==> src/hw/tsv_defs.svh <==
`ifndef TSV_DEFS_SVH
`define TSV_DEFS_SVH

// Register word indices; the byte address is four times the index.
`define TSV_CTRL_W 6'h00
`define TSV_STATUS_W 6'h01
`define TSV_DACHI_W 6'h02
`define TSV_BASE_W 6'h04
`define TSV_MASK_W 6'h0c
`define TSV_WIN_LAST 6'h06
`define TSV_ROM_IDX 6
`define TSV_CTRL_PAIR01 8
`define TSV_CTRL_PAIR12 9
`define TSV_CTRL_MASK 32'h0000037f
`define TSV_REG_RST 32'h00000000
`define TSV_CMD_DAC 4'hd
`define TSV_CMD_CFG 3'h5
`define TSV_CMD_SPC 3'h0
`define TSV_RESP_OKAY 2'h0
`define TSV_RESP_SLVERR 2'h2

`endif

==> src/hw/tsv_pkg.sv <==
`default_nettype none

package tsv_pkg;

   typedef struct packed {
      logic dac;
      logic xfr;
      logic burst;
      logic access;
      logic wide;
      logic rom_hit;
      logic [5:0] bar_hit;
   } tsv_status_t;

   typedef struct packed {
      logic framen;
      logic irdyn;
      logic trdyn;
      logic req64n;
      logic [3:0] cben;
      logic [31:0] ad;
   } tsv_pci_t;

   typedef enum logic [1:0] {
      TSV_IDLE,
      TSV_DAC,
      TSV_MISS,
      TSV_ACTIVE
   } tsv_state_t;

endpackage

`default_nettype wire

==> src/hw/tsv_window_match.sv <==
`timescale 1ns/1ps
`default_nettype none

module tsv_window_match #(
   parameter int AW = 32
) (
   input wire logic [AW-1:0] addr,
   input wire logic [AW-1:0] base,
   input wire logic [AW-1:0] mask,
   input wire logic enable,
   output logic hit
);

   generate
      if (AW < 1) begin : g_bad_aw
         $error("Address width must be at least one bit.");
      end
   endgenerate

   // Address bits under the mask must equal the programmed base.
   assign hit = enable & ((addr & mask) == (base & mask));

endmodule

`default_nettype wire

==> src/hw/tsv_status_top.sv <==
`timescale 1ns/1ps
`default_nettype none
`include "tsv_defs.svh"

// Contract
// Set a window hit bit in 5..0 when an enabled window claims the access.
// Hit bit n reports window register n; bit 0 is the first window register.
// Windows 0 and 1 paired as 64-bit raise hit bits 0 and 1 together.
// Windows 1 and 2 paired as 64-bit raise hit bits 1 and 2 together.
// Bit 6 reports an access matching the expansion ROM window.
// Wide variants set bit 7 for a 64-bit access; low means 32 bits.
// Narrow variants keep bit 7 reserved and never report width there.
// Bit 8 stays high for the whole target access.
// Bit 9 marks a burst when framen and irdyn are low in phase one.
// Bit 10 is high only after a PCI data transfer the cycle before.
// Bit 11 is high while the access used a dual address cycle.
// Local logic keeps its inputs deasserted when no local access runs.
// All twelve bits leave as one bus that local logic samples each clock.
// Bits update on the clock and are low after reset and when unclaimed.
module tsv_status_top #(
   parameter int WIDE64 = 1
) (
   input wire logic clk_sys,
   input wire logic rstn,
   input wire tsv_pkg::tsv_pci_t pci,
   input wire logic [7:0] s_axi_awaddr,
   input wire logic s_axi_awvalid,
   output logic s_axi_awready,
   input wire logic [31:0] s_axi_wdata,
   input wire logic [3:0] s_axi_wstrb,
   input wire logic s_axi_wvalid,
   output logic s_axi_wready,
   output logic [1:0] s_axi_bresp,
   output logic s_axi_bvalid,
   input wire logic s_axi_bready,
   input wire logic [7:0] s_axi_araddr,
   input wire logic s_axi_arvalid,
   output logic s_axi_arready,
   output logic [31:0] s_axi_rdata,
   output logic [1:0] s_axi_rresp,
   output logic s_axi_rvalid,
   input wire logic s_axi_rready,
   output tsv_pkg::tsv_status_t target_status_vector
);

   generate
      if (WIDE64 != 0 && WIDE64 != 1) begin : g_bad_wide
         $error("WIDE64 must be 0 or 1.");
      end
   endgenerate

   function automatic logic [31:0] merge_strb(input logic [31:0] old,
                                              input logic [31:0] nw,
                                              input logic [3:0] strb);
      logic [31:0] res;
      res = old;
      for (int b = 0; b < 4; b++) begin
         if (strb[b]) begin
            res[b*8 +: 8] = nw[b*8 +: 8];
         end
      end
      return res;
   endfunction

   // Register file.
   logic [31:0] ctrl_reg;
   logic [31:0] dac_hi_reg;
   logic [31:0] base_reg [0:6];
   logic [31:0] mask_reg [0:6];

   // Transaction tracking.
   tsv_pkg::tsv_state_t state_reg;
   tsv_pkg::tsv_state_t state_next;
   tsv_pkg::tsv_status_t tsv_reg;
   tsv_pkg::tsv_status_t tsv_next;
   logic frame_prev_reg;
   logic [31:0] addr_lo_reg;
   logic req64_lat_reg;
   logic first_reg;
   logic first_next;

   wire logic in_idle;
   wire logic in_dac;
   wire logic in_active;
   wire logic addr_phase;
   wire logic bus_idle;
   wire logic cmd_ok;
   wire logic is_dac_cmd;
   wire logic [31:0] match_addr;
   wire logic dac_hi_ok;
   wire logic [6:0] raw_hit;
   wire logic [5:0] bar_hit;
   wire logic rom_hit;
   wire logic pair01;
   wire logic pair12;
   wire logic decode_ok;
   wire logic claim;
   wire logic wide_now;
   wire logic xfr_now;

   assign in_idle = state_reg == tsv_pkg::TSV_IDLE;
   assign in_dac = state_reg == tsv_pkg::TSV_DAC;
   assign in_active = state_reg == tsv_pkg::TSV_ACTIVE;
   assign addr_phase = in_idle & ~pci.framen & frame_prev_reg;
   assign bus_idle = pci.framen & pci.irdyn;
   assign cmd_ok = (pci.cben[3:1] != `TSV_CMD_CFG) & (pci.cben[3:1] != `TSV_CMD_SPC);
   assign is_dac_cmd = pci.cben == `TSV_CMD_DAC;
   assign match_addr = in_dac ? addr_lo_reg : pci.ad;
   assign dac_hi_ok = ~in_dac | (pci.ad == dac_hi_reg);
   assign pair01 = ctrl_reg[`TSV_CTRL_PAIR01];
   assign pair12 = ctrl_reg[`TSV_CTRL_PAIR12] & ~pair01;

   // One comparator per window, bit i of raw_hit for window register i.
   generate
      for (genvar i = 0; i < 7; i++) begin : g_win
         tsv_window_match #(.AW(32)) u_match (
            .addr(match_addr),
            .base(base_reg[i]),
            .mask(mask_reg[i]),
            .enable(ctrl_reg[i]),
            .hit(raw_hit[i])
         );
      end
   endgenerate

   assign bar_hit[0] = raw_hit[0];
   assign bar_hit[1] = pair01 ? raw_hit[0] : raw_hit[1];
   assign bar_hit[2] = pair12 ? raw_hit[1] : raw_hit[2];
   assign bar_hit[5:3] = raw_hit[5:3];
   assign rom_hit = raw_hit[`TSV_ROM_IDX] & ~in_dac;
   assign decode_ok = (addr_phase & ~is_dac_cmd) | in_dac;
   assign claim = decode_ok & cmd_ok & dac_hi_ok & ((|bar_hit) | rom_hit);
   assign wide_now = in_dac ? req64_lat_reg : ~pci.req64n;
   assign xfr_now = ~pci.irdyn & ~pci.trdyn;

   always_comb begin
      state_next = state_reg;
      case (state_reg)
         tsv_pkg::TSV_IDLE: begin
            if (addr_phase) begin
               if (is_dac_cmd) begin
                  state_next = tsv_pkg::TSV_DAC;
               end else if (claim) begin
                  state_next = tsv_pkg::TSV_ACTIVE;
               end else begin
                  state_next = tsv_pkg::TSV_MISS;
               end
            end
         end
         tsv_pkg::TSV_DAC: begin
            state_next = claim ? tsv_pkg::TSV_ACTIVE : tsv_pkg::TSV_MISS;
         end
         tsv_pkg::TSV_MISS: begin
            state_next = bus_idle ? tsv_pkg::TSV_IDLE : tsv_pkg::TSV_MISS;
         end
         tsv_pkg::TSV_ACTIVE: begin
            state_next = bus_idle ? tsv_pkg::TSV_IDLE : tsv_pkg::TSV_ACTIVE;
         end
         default: begin
            state_next = tsv_pkg::TSV_IDLE;
         end
      endcase
   end

   always_comb begin
      tsv_next = '0;
      if (state_next == tsv_pkg::TSV_ACTIVE) begin
         if (in_active) begin
            tsv_next = tsv_reg;
            tsv_next.xfr = xfr_now;
            if (first_reg & ~pci.irdyn) begin
               tsv_next.burst = ~pci.framen;
            end
         end else begin
            tsv_next.bar_hit = bar_hit;
            tsv_next.rom_hit = rom_hit;
            tsv_next.wide = (WIDE64 == 1) & wide_now; // see R6
            tsv_next.access = 1'b1;
            tsv_next.dac = in_dac;
         end
      end
   end

   assign first_next = (state_next == tsv_pkg::TSV_ACTIVE)
                       & (~in_active | (first_reg & pci.irdyn));

   always_ff @(posedge clk_sys) begin
      if (!rstn) begin
         state_reg <= tsv_pkg::TSV_IDLE;
         tsv_reg <= '0;
         frame_prev_reg <= 1'b1;
         addr_lo_reg <= `TSV_REG_RST;
         req64_lat_reg <= 1'b0;
         first_reg <= 1'b0;
      end else begin
         state_reg <= state_next;
         tsv_reg <= tsv_next;
         frame_prev_reg <= pci.framen;
         addr_lo_reg <= addr_phase ? pci.ad : addr_lo_reg;
         req64_lat_reg <= addr_phase ? ~pci.req64n : req64_lat_reg;
         first_reg <= first_next;
      end
   end

   assign target_status_vector = tsv_reg;

   // AXI4-Lite write channel.
   logic aw_full_reg;
   logic w_full_reg;
   logic [7:0] aw_addr_reg;
   logic [31:0] wdata_reg;
   logic [3:0] wstrb_reg;
   logic awready_reg;
   logic wready_reg;
   logic bvalid_reg;
   logic [1:0] bresp_reg;

   wire logic aw_take;
   wire logic w_take;
   wire logic do_wr;
   wire logic aw_full_next;
   wire logic w_full_next;
   wire logic bvalid_next;
   wire logic [5:0] wr_w;
   wire logic [5:0] wr_boff;
   wire logic [5:0] wr_moff;
   wire logic wr_ctrl;
   wire logic wr_dachi;
   wire logic wr_status;
   wire logic wr_base;
   wire logic wr_mask;
   wire logic wr_ok;

   assign aw_take = s_axi_awvalid & awready_reg;
   assign w_take = s_axi_wvalid & wready_reg;
   assign do_wr = aw_full_reg & w_full_reg & ~bvalid_reg;
   assign aw_full_next = (aw_full_reg & ~do_wr) | aw_take;
   assign w_full_next = (w_full_reg & ~do_wr) | w_take;
   assign bvalid_next = do_wr | (bvalid_reg & ~s_axi_bready);
   assign wr_w = aw_addr_reg[7:2];
   assign wr_boff = wr_w - `TSV_BASE_W;
   assign wr_moff = wr_w - `TSV_MASK_W;
   assign wr_ctrl = wr_w == `TSV_CTRL_W;
   assign wr_dachi = wr_w == `TSV_DACHI_W;
   assign wr_status = wr_w == `TSV_STATUS_W;
   assign wr_base = (wr_w >= `TSV_BASE_W) & (wr_boff <= `TSV_WIN_LAST);
   assign wr_mask = (wr_w >= `TSV_MASK_W) & (wr_moff <= `TSV_WIN_LAST);
   assign wr_ok = wr_ctrl | wr_dachi | wr_status | wr_base | wr_mask;

   always_ff @(posedge clk_sys) begin
      if (!rstn) begin
         aw_full_reg <= 1'b0;
         w_full_reg <= 1'b0;
         aw_addr_reg <= 8'h00;
         wdata_reg <= `TSV_REG_RST;
         wstrb_reg <= 4'h0;
         awready_reg <= 1'b0;
         wready_reg <= 1'b0;
         bvalid_reg <= 1'b0;
         bresp_reg <= `TSV_RESP_OKAY;
      end else begin
         aw_full_reg <= aw_full_next;
         w_full_reg <= w_full_next;
         aw_addr_reg <= aw_take ? s_axi_awaddr : aw_addr_reg;
         wdata_reg <= w_take ? s_axi_wdata : wdata_reg;
         wstrb_reg <= w_take ? s_axi_wstrb : wstrb_reg;
         awready_reg <= ~aw_full_next & ~bvalid_next;
         wready_reg <= ~w_full_next & ~bvalid_next;
         bvalid_reg <= bvalid_next;
         if (do_wr) begin
            bresp_reg <= wr_ok ? `TSV_RESP_OKAY : `TSV_RESP_SLVERR;
         end
      end
   end

   always_ff @(posedge clk_sys) begin
      if (!rstn) begin
         ctrl_reg <= `TSV_REG_RST;
         dac_hi_reg <= `TSV_REG_RST;
         for (int i = 0; i < 7; i++) begin
            base_reg[i] <= `TSV_REG_RST;
            mask_reg[i] <= `TSV_REG_RST;
         end
      end else if (do_wr) begin
         if (wr_ctrl) begin
            ctrl_reg <= merge_strb(ctrl_reg, wdata_reg, wstrb_reg) & `TSV_CTRL_MASK;
         end
         if (wr_dachi) begin
            dac_hi_reg <= merge_strb(dac_hi_reg, wdata_reg, wstrb_reg);
         end
         if (wr_base) begin
            base_reg[wr_boff[2:0]] <= merge_strb(base_reg[wr_boff[2:0]], wdata_reg, wstrb_reg);
         end
         if (wr_mask) begin
            mask_reg[wr_moff[2:0]] <= merge_strb(mask_reg[wr_moff[2:0]], wdata_reg, wstrb_reg);
         end
      end
   end

   assign s_axi_awready = awready_reg;
   assign s_axi_wready = wready_reg;
   assign s_axi_bvalid = bvalid_reg;
   assign s_axi_bresp = bresp_reg;

   // AXI4-Lite read channel.
   logic arready_reg;
   logic rvalid_reg;
   logic [31:0] rdata_reg;
   logic [1:0] rresp_reg;

   wire logic ar_take;
   wire logic rvalid_next;
   wire logic [5:0] rd_w;
   wire logic [5:0] rd_boff;
   wire logic [5:0] rd_moff;
   wire logic rd_base;
   wire logic rd_mask;
   wire logic rd_ok;
   wire logic [31:0] rd_word;

   assign ar_take = s_axi_arvalid & arready_reg;
   assign rvalid_next = ar_take | (rvalid_reg & ~s_axi_rready);
   assign rd_w = s_axi_araddr[7:2];
   assign rd_boff = rd_w - `TSV_BASE_W;
   assign rd_moff = rd_w - `TSV_MASK_W;
   assign rd_base = (rd_w >= `TSV_BASE_W) & (rd_boff <= `TSV_WIN_LAST);
   assign rd_mask = (rd_w >= `TSV_MASK_W) & (rd_moff <= `TSV_WIN_LAST);
   assign rd_ok = (rd_w == `TSV_CTRL_W) | (rd_w == `TSV_STATUS_W)
                  | (rd_w == `TSV_DACHI_W) | rd_base | rd_mask;
   assign rd_word = (rd_w == `TSV_CTRL_W) ? ctrl_reg
                  : (rd_w == `TSV_STATUS_W) ? {20'h00000, tsv_reg}
                  : (rd_w == `TSV_DACHI_W) ? dac_hi_reg
                  : rd_base ? base_reg[rd_boff[2:0]]
                  : rd_mask ? mask_reg[rd_moff[2:0]]
                  : `TSV_REG_RST;

   always_ff @(posedge clk_sys) begin
      if (!rstn) begin
         arready_reg <= 1'b0;
         rvalid_reg <= 1'b0;
         rdata_reg <= `TSV_REG_RST;
         rresp_reg <= `TSV_RESP_OKAY;
      end else begin
         arready_reg <= ~rvalid_next;
         rvalid_reg <= rvalid_next;
         rdata_reg <= ar_take ? rd_word : rdata_reg;
         if (ar_take) begin
            rresp_reg <= rd_ok ? `TSV_RESP_OKAY : `TSV_RESP_SLVERR;
         end
      end
   end

   assign s_axi_arready = arready_reg;
   assign s_axi_rvalid = rvalid_reg;
   assign s_axi_rdata = rdata_reg;
   assign s_axi_rresp = rresp_reg;
endmodule

`default_nettype wire

==> config.mk <==
export PLATFORM = sky130hd
export DESIGN_NAME = tsv_status_top
export DESIGN_NICKNAME = d
export VERILOG_FILES = /design/src/hw/tsv_pkg.sv /design/src/hw/tsv_window_match.sv /design/src/hw/tsv_status_top.sv
export VERILOG_INCLUDE_DIRS = /design/src /design/src/hw
export SDC_FILE = /design/constraint.sdc
export NUM_CORES = 2
export LEC_CHECK = 0
export BUFFER_PORTS_ARGS = -buffer_cell sky130_fd_sc_hd__buf_4
export CAP_MARGIN = 20
export CELL_PAD_IN_SITES_DETAIL_PLACEMENT = 0
export CELL_PAD_IN_SITES_GLOBAL_PLACEMENT = 2
export CORE_ASPECT_RATIO = 1.25
export CORE_MARGIN = 4
export CORE_UTILIZATION = 40
export CTS_BUF_LIST = sky130_fd_sc_hd__clkbuf_8
export CTS_CLUSTER_SIZE = 12
export DETAILED_ROUTE_END_ITERATION = 7
export PLACE_DENSITY = 0.77
export SLEW_MARGIN = 20
export SYNTH_ARGS = -nofsm -noshare
export SYNTH_HDL_FRONTEND = slang
export SYNTH_HIERARCHICAL = 1
export SYNTH_SLANG_ARGS = --single-unit
export TNS_END_PERCENT = 10
==> constraint.sdc <==
create_clock -name clk_sys -period 3.41 [get_ports clk_sys]
set_clock_uncertainty 0.15 [all_clocks]
set_input_delay 0.682 -clock clk_sys [delete_from_list [all_inputs] [get_ports clk_sys]]
set_output_delay 0.682 -clock clk_sys [all_outputs]
set_load 0.03 [all_outputs]
==> flow_metrics.py <==
metrics = {
    "cells_and_area": {
        "regArea_sq_mm": 0.0182,
        "layoutNonFillerInstCount": 4538,
        "final_nets": 3465,
        "final_util_pct": 49.8,
        "layout-drive-gt1-share_pct": 26.9,
        "fillCellCount": 7507,
        "syn_to_final_growth_pct": 23.3,
        "fin_area_sq_mm": 0.0414,
        "multiInputGateArea_sq_mm": 0.0150,
    },
    "logic_synthesis": {
        "syn_area_sq_mm": 0.0336,
        "yosys-top-cells-count": "edfxtp_1, nand2_1, dfxtp_1",
        "ys.flop_type": "edfxtp_1",
        "synth_top_area_cell": "edfxtp_1",
        "synth_edf_count": 448,
        "post-synth-top-count-cell": "edfxtp_1",
        "yosysWarnings": 6,
        "yosysTopAreaCellShare_pct": 40.0,
        "synth.area.top_cells": "edfxtp_1, dfxtp_1, mux4_2, xor2_1, nand2_1",
        "syn_area_per_cell_sq_um": 11.6,
        "netlist-cell-type-count": 73,
        "synthCells": 2890,
        "async_reset_ff_share_pct": 0,
        "ys_ff_latch": 685,
        "seq_area_frac_synth_pct": 54.2,
    },
    "placement": {
        "dp_slack_ns": -0.601,
        "dp_hpwl_microns": 112000,
        "numPortBuffers": 145,
        "placed_area_sq_mm": 0.0383,
        "place.gp.congestion": 1.00,
        "dp_cells": 4280,
    },
    "status": {
        "status": "finished with violations",
        "violations": "setup timing",
    },
    "floorplan": {
        "core_sq_mm": 0.0831,
        "chipHeight_microns": 332,
        "dieArea_sq_mm": 0.0887,
        "num_rows": 118,
        "start_util_pct": 40.4,
        "die_w_microns": 267,
        "pin_count": 152,
    },
    "timing": {
        "period_minus_slack_ns": 3.91,
        "setup_violations": 18,
        "max_freq_mhz": 256,
        "fin_ws_ns": -0.500,
        "slew_headroom_pct": 37.3,
        "rsz0062_at_grt": "true",
        "tightest_slew_ns": 0.940,
        "drv_slew": 0,
        "finalHoldViolCount": 0,
        "period_share_pct": 115,
        "whs_ns": 0.0558,
    },
    "global_routing": {
        "antenna_found_initial": 10,
        "track_usage_pct": 33.0,
        "grt_pass1_wl_microns": 206000,
        "overflow": 0,
        "grt_pass1_vias": 26700,
        "grt_max_degree": 150,
    },
    "critical_path": {
        "ff2ff_setup_slack_ns": -0.50,
        "worstPathMaxFanout": 7,
        "cp-end-kind": "flop",
        "worstReg2RegEnd": "target_status_vector[6]",
        "r2r-start": "state_reg[1]",
        "start_kind": "flop",
        "cp.arrival_ns": 4.40,
        "reg2reg_depth": 16,
        "required_ns": 3.90,
        "critPathKind": "flop to flop",
    },
    "clock_network": {
        "cts.htree.levels": 3,
        "clk_path_buf_depth": 3,
        "cts-root-buf": "clkbuf_8",
        "worstSkewPairLatency_ns": 0.78,
        "cts_buffers": 113,
        "cts.reportedPaths.clkPinSlew_ns": 0.06,
        "cts_tree": "done",
        "cts.sinks": 685,
    },
    "detailed_routing": {
        "wl_per_cell_microns": 33.0,
        "dr.pass1.iters": 6,
        "vias_per_cell": 6.00,
        "drc": 0,
        "detail_route.iter0.violations": 3371,
        "vias": 27200,
        "final_antenna_net_count": 0,
        "drt-total-wl_microns": 150000,
    },
    "power": {
        "vdd_ir_drop_max_v": 0.000276,
        "p_leak_nw": 16.1,
        "powerDensity_mw_per_mm2": 448,
    },
    "hold_path": {
        "hold_path_depth": 3,
        "min-delay-start": "s_axi_wdata[30]",
        "holdPathEnd": "wdata_reg[30]",
        "hold_path_class": "primary input to flop",
    },
    "run": {
        "cap_violations": 0,
    },
}
[what timing repair did]
item,4_1_cts,5_1_grt
endpoints found under the hold margin,27,0
setup buffers,2,13
pin swaps,16,17
hold buffers,28,0
endpoints found under the setup margin,34,68
gates resized for setup,50,47
cloned,1,2
[cell families (layout without fill, tap and decap cells)]
family	after synthesis	after routing	share of synthesized area [%]
XOR/XNOR	258	258	6.73
flip-flops	685	685	54.2
AO/OA/AOI/OAI	424	424	9.41
other	1	5	0.0112
buffers and inverters	258	822	3.07
multiplexers	287	287	13.4
AND/OR/NAND/NOR	969	969	12.9
adder cells (fa/ha/maj)	8	8	0.298
[critical path, cell delays in order (launching register included)]
cell and delay (ns):
dfxtp_2 0.32, nand2b_4 0.16, buf_12 0.16, buf_12 0.14, mux2_4 0.40, buf_6 0.16
xor2_1 0.14, a22o_2 0.33, a221oi_2 0.20, nand4_1 0.34, nor3_2 0.24, buf_4 0.18
a211oi_4 0.07, a311oi_1 0.22, nor2_1 0.13, buf_4 0.16, a221oi_1 0.26
[per-layer routing]
layer,vias to the layer above,wire [microns],share of wire [%],GRT usage (%)
li1,11600,-,-,-
met1,13700,57800,39,43.3
met2,1606,70500,47,53.5
met3,333,13300,8.9,5.18
met4,2,8310,5.5,15.9
met5,-,13,0.0087,0
[where the power goes]
| group | switching (mW) | internal, mW | leakage (nW) | total [mW] |
|---|---|---|---|---|
| logic | 1.33 | 0.862 | 8.18 | 2.19 |
| registers | 0.242 | 9.03 | 6.63 | 9.27 |
| clock network | 3.50 | 3.58 | 1.31 | 7.08 |
| total | 5.07 | 13.5 | 16.1 | 18.6 |
[through the flow]
step                      TNS, ns  power, mW
after floorplan                 0       10.4
after CTS                   -3.92       18.6
final                       -6.06       18.6
after global placement     -10.35       11.5
after detailed placement   -10.59       11.5
after global routing        -6.88       19.1
[final cells by class]
type	count	area share, %
diodes	3	0.0181
clock buffers	125	4.15
clock inverters	87	1.09
inverters	82	0.749
multi-input cells	1948	36.1
flip-flops and latches	685	43.9
well taps	1080	3.26
repair buffers	528	10.7
[cell usage in the layout (no fill, tap or decap), drive strengths merged, types with 7 or more instances in the layout]
cell type and count:
mux2 34, o21ai 62, a221oi 36, nand3 77, nor2 184, a22oi 28
xor2 226, edfxtp 448, xnor2 32, a21oi 153, clkbuf 125, mux4 128
mux2i 125, nand2 430, a222oi 7, nor3 175, a22o 37, and2 11
and3 12, o32a 20, dfxtp 237, o31ai 8, nand4 34, nand2b 8
dlygate4sd3 28, ha 8, nor4 10, buf 500, inv 134, a211oi 15
a2bb2oi 14, clkinv 31, nor2b 7, o211ai 13
[worst max-delay path by stage]
stage	start	cells past startpoint	slack, ns	end
after floorplan	state_reg[1]	16	0.004	target_status_vector[0]
after global placement	pci[18]	15	-0.60	target_status_vector[7]
after detailed placement	pci[18]	15	-0.60	target_status_vector[3]
after CTS	state_reg[1]	13	-0.29	target_status_vector[3]
after global routing	state_reg[1]	16	-0.50	target_status_vector[6]
final	state_reg[1]	16	-0.50	target_status_vector[6]
No activity file was read; power rests on OpenSTA's default activity.
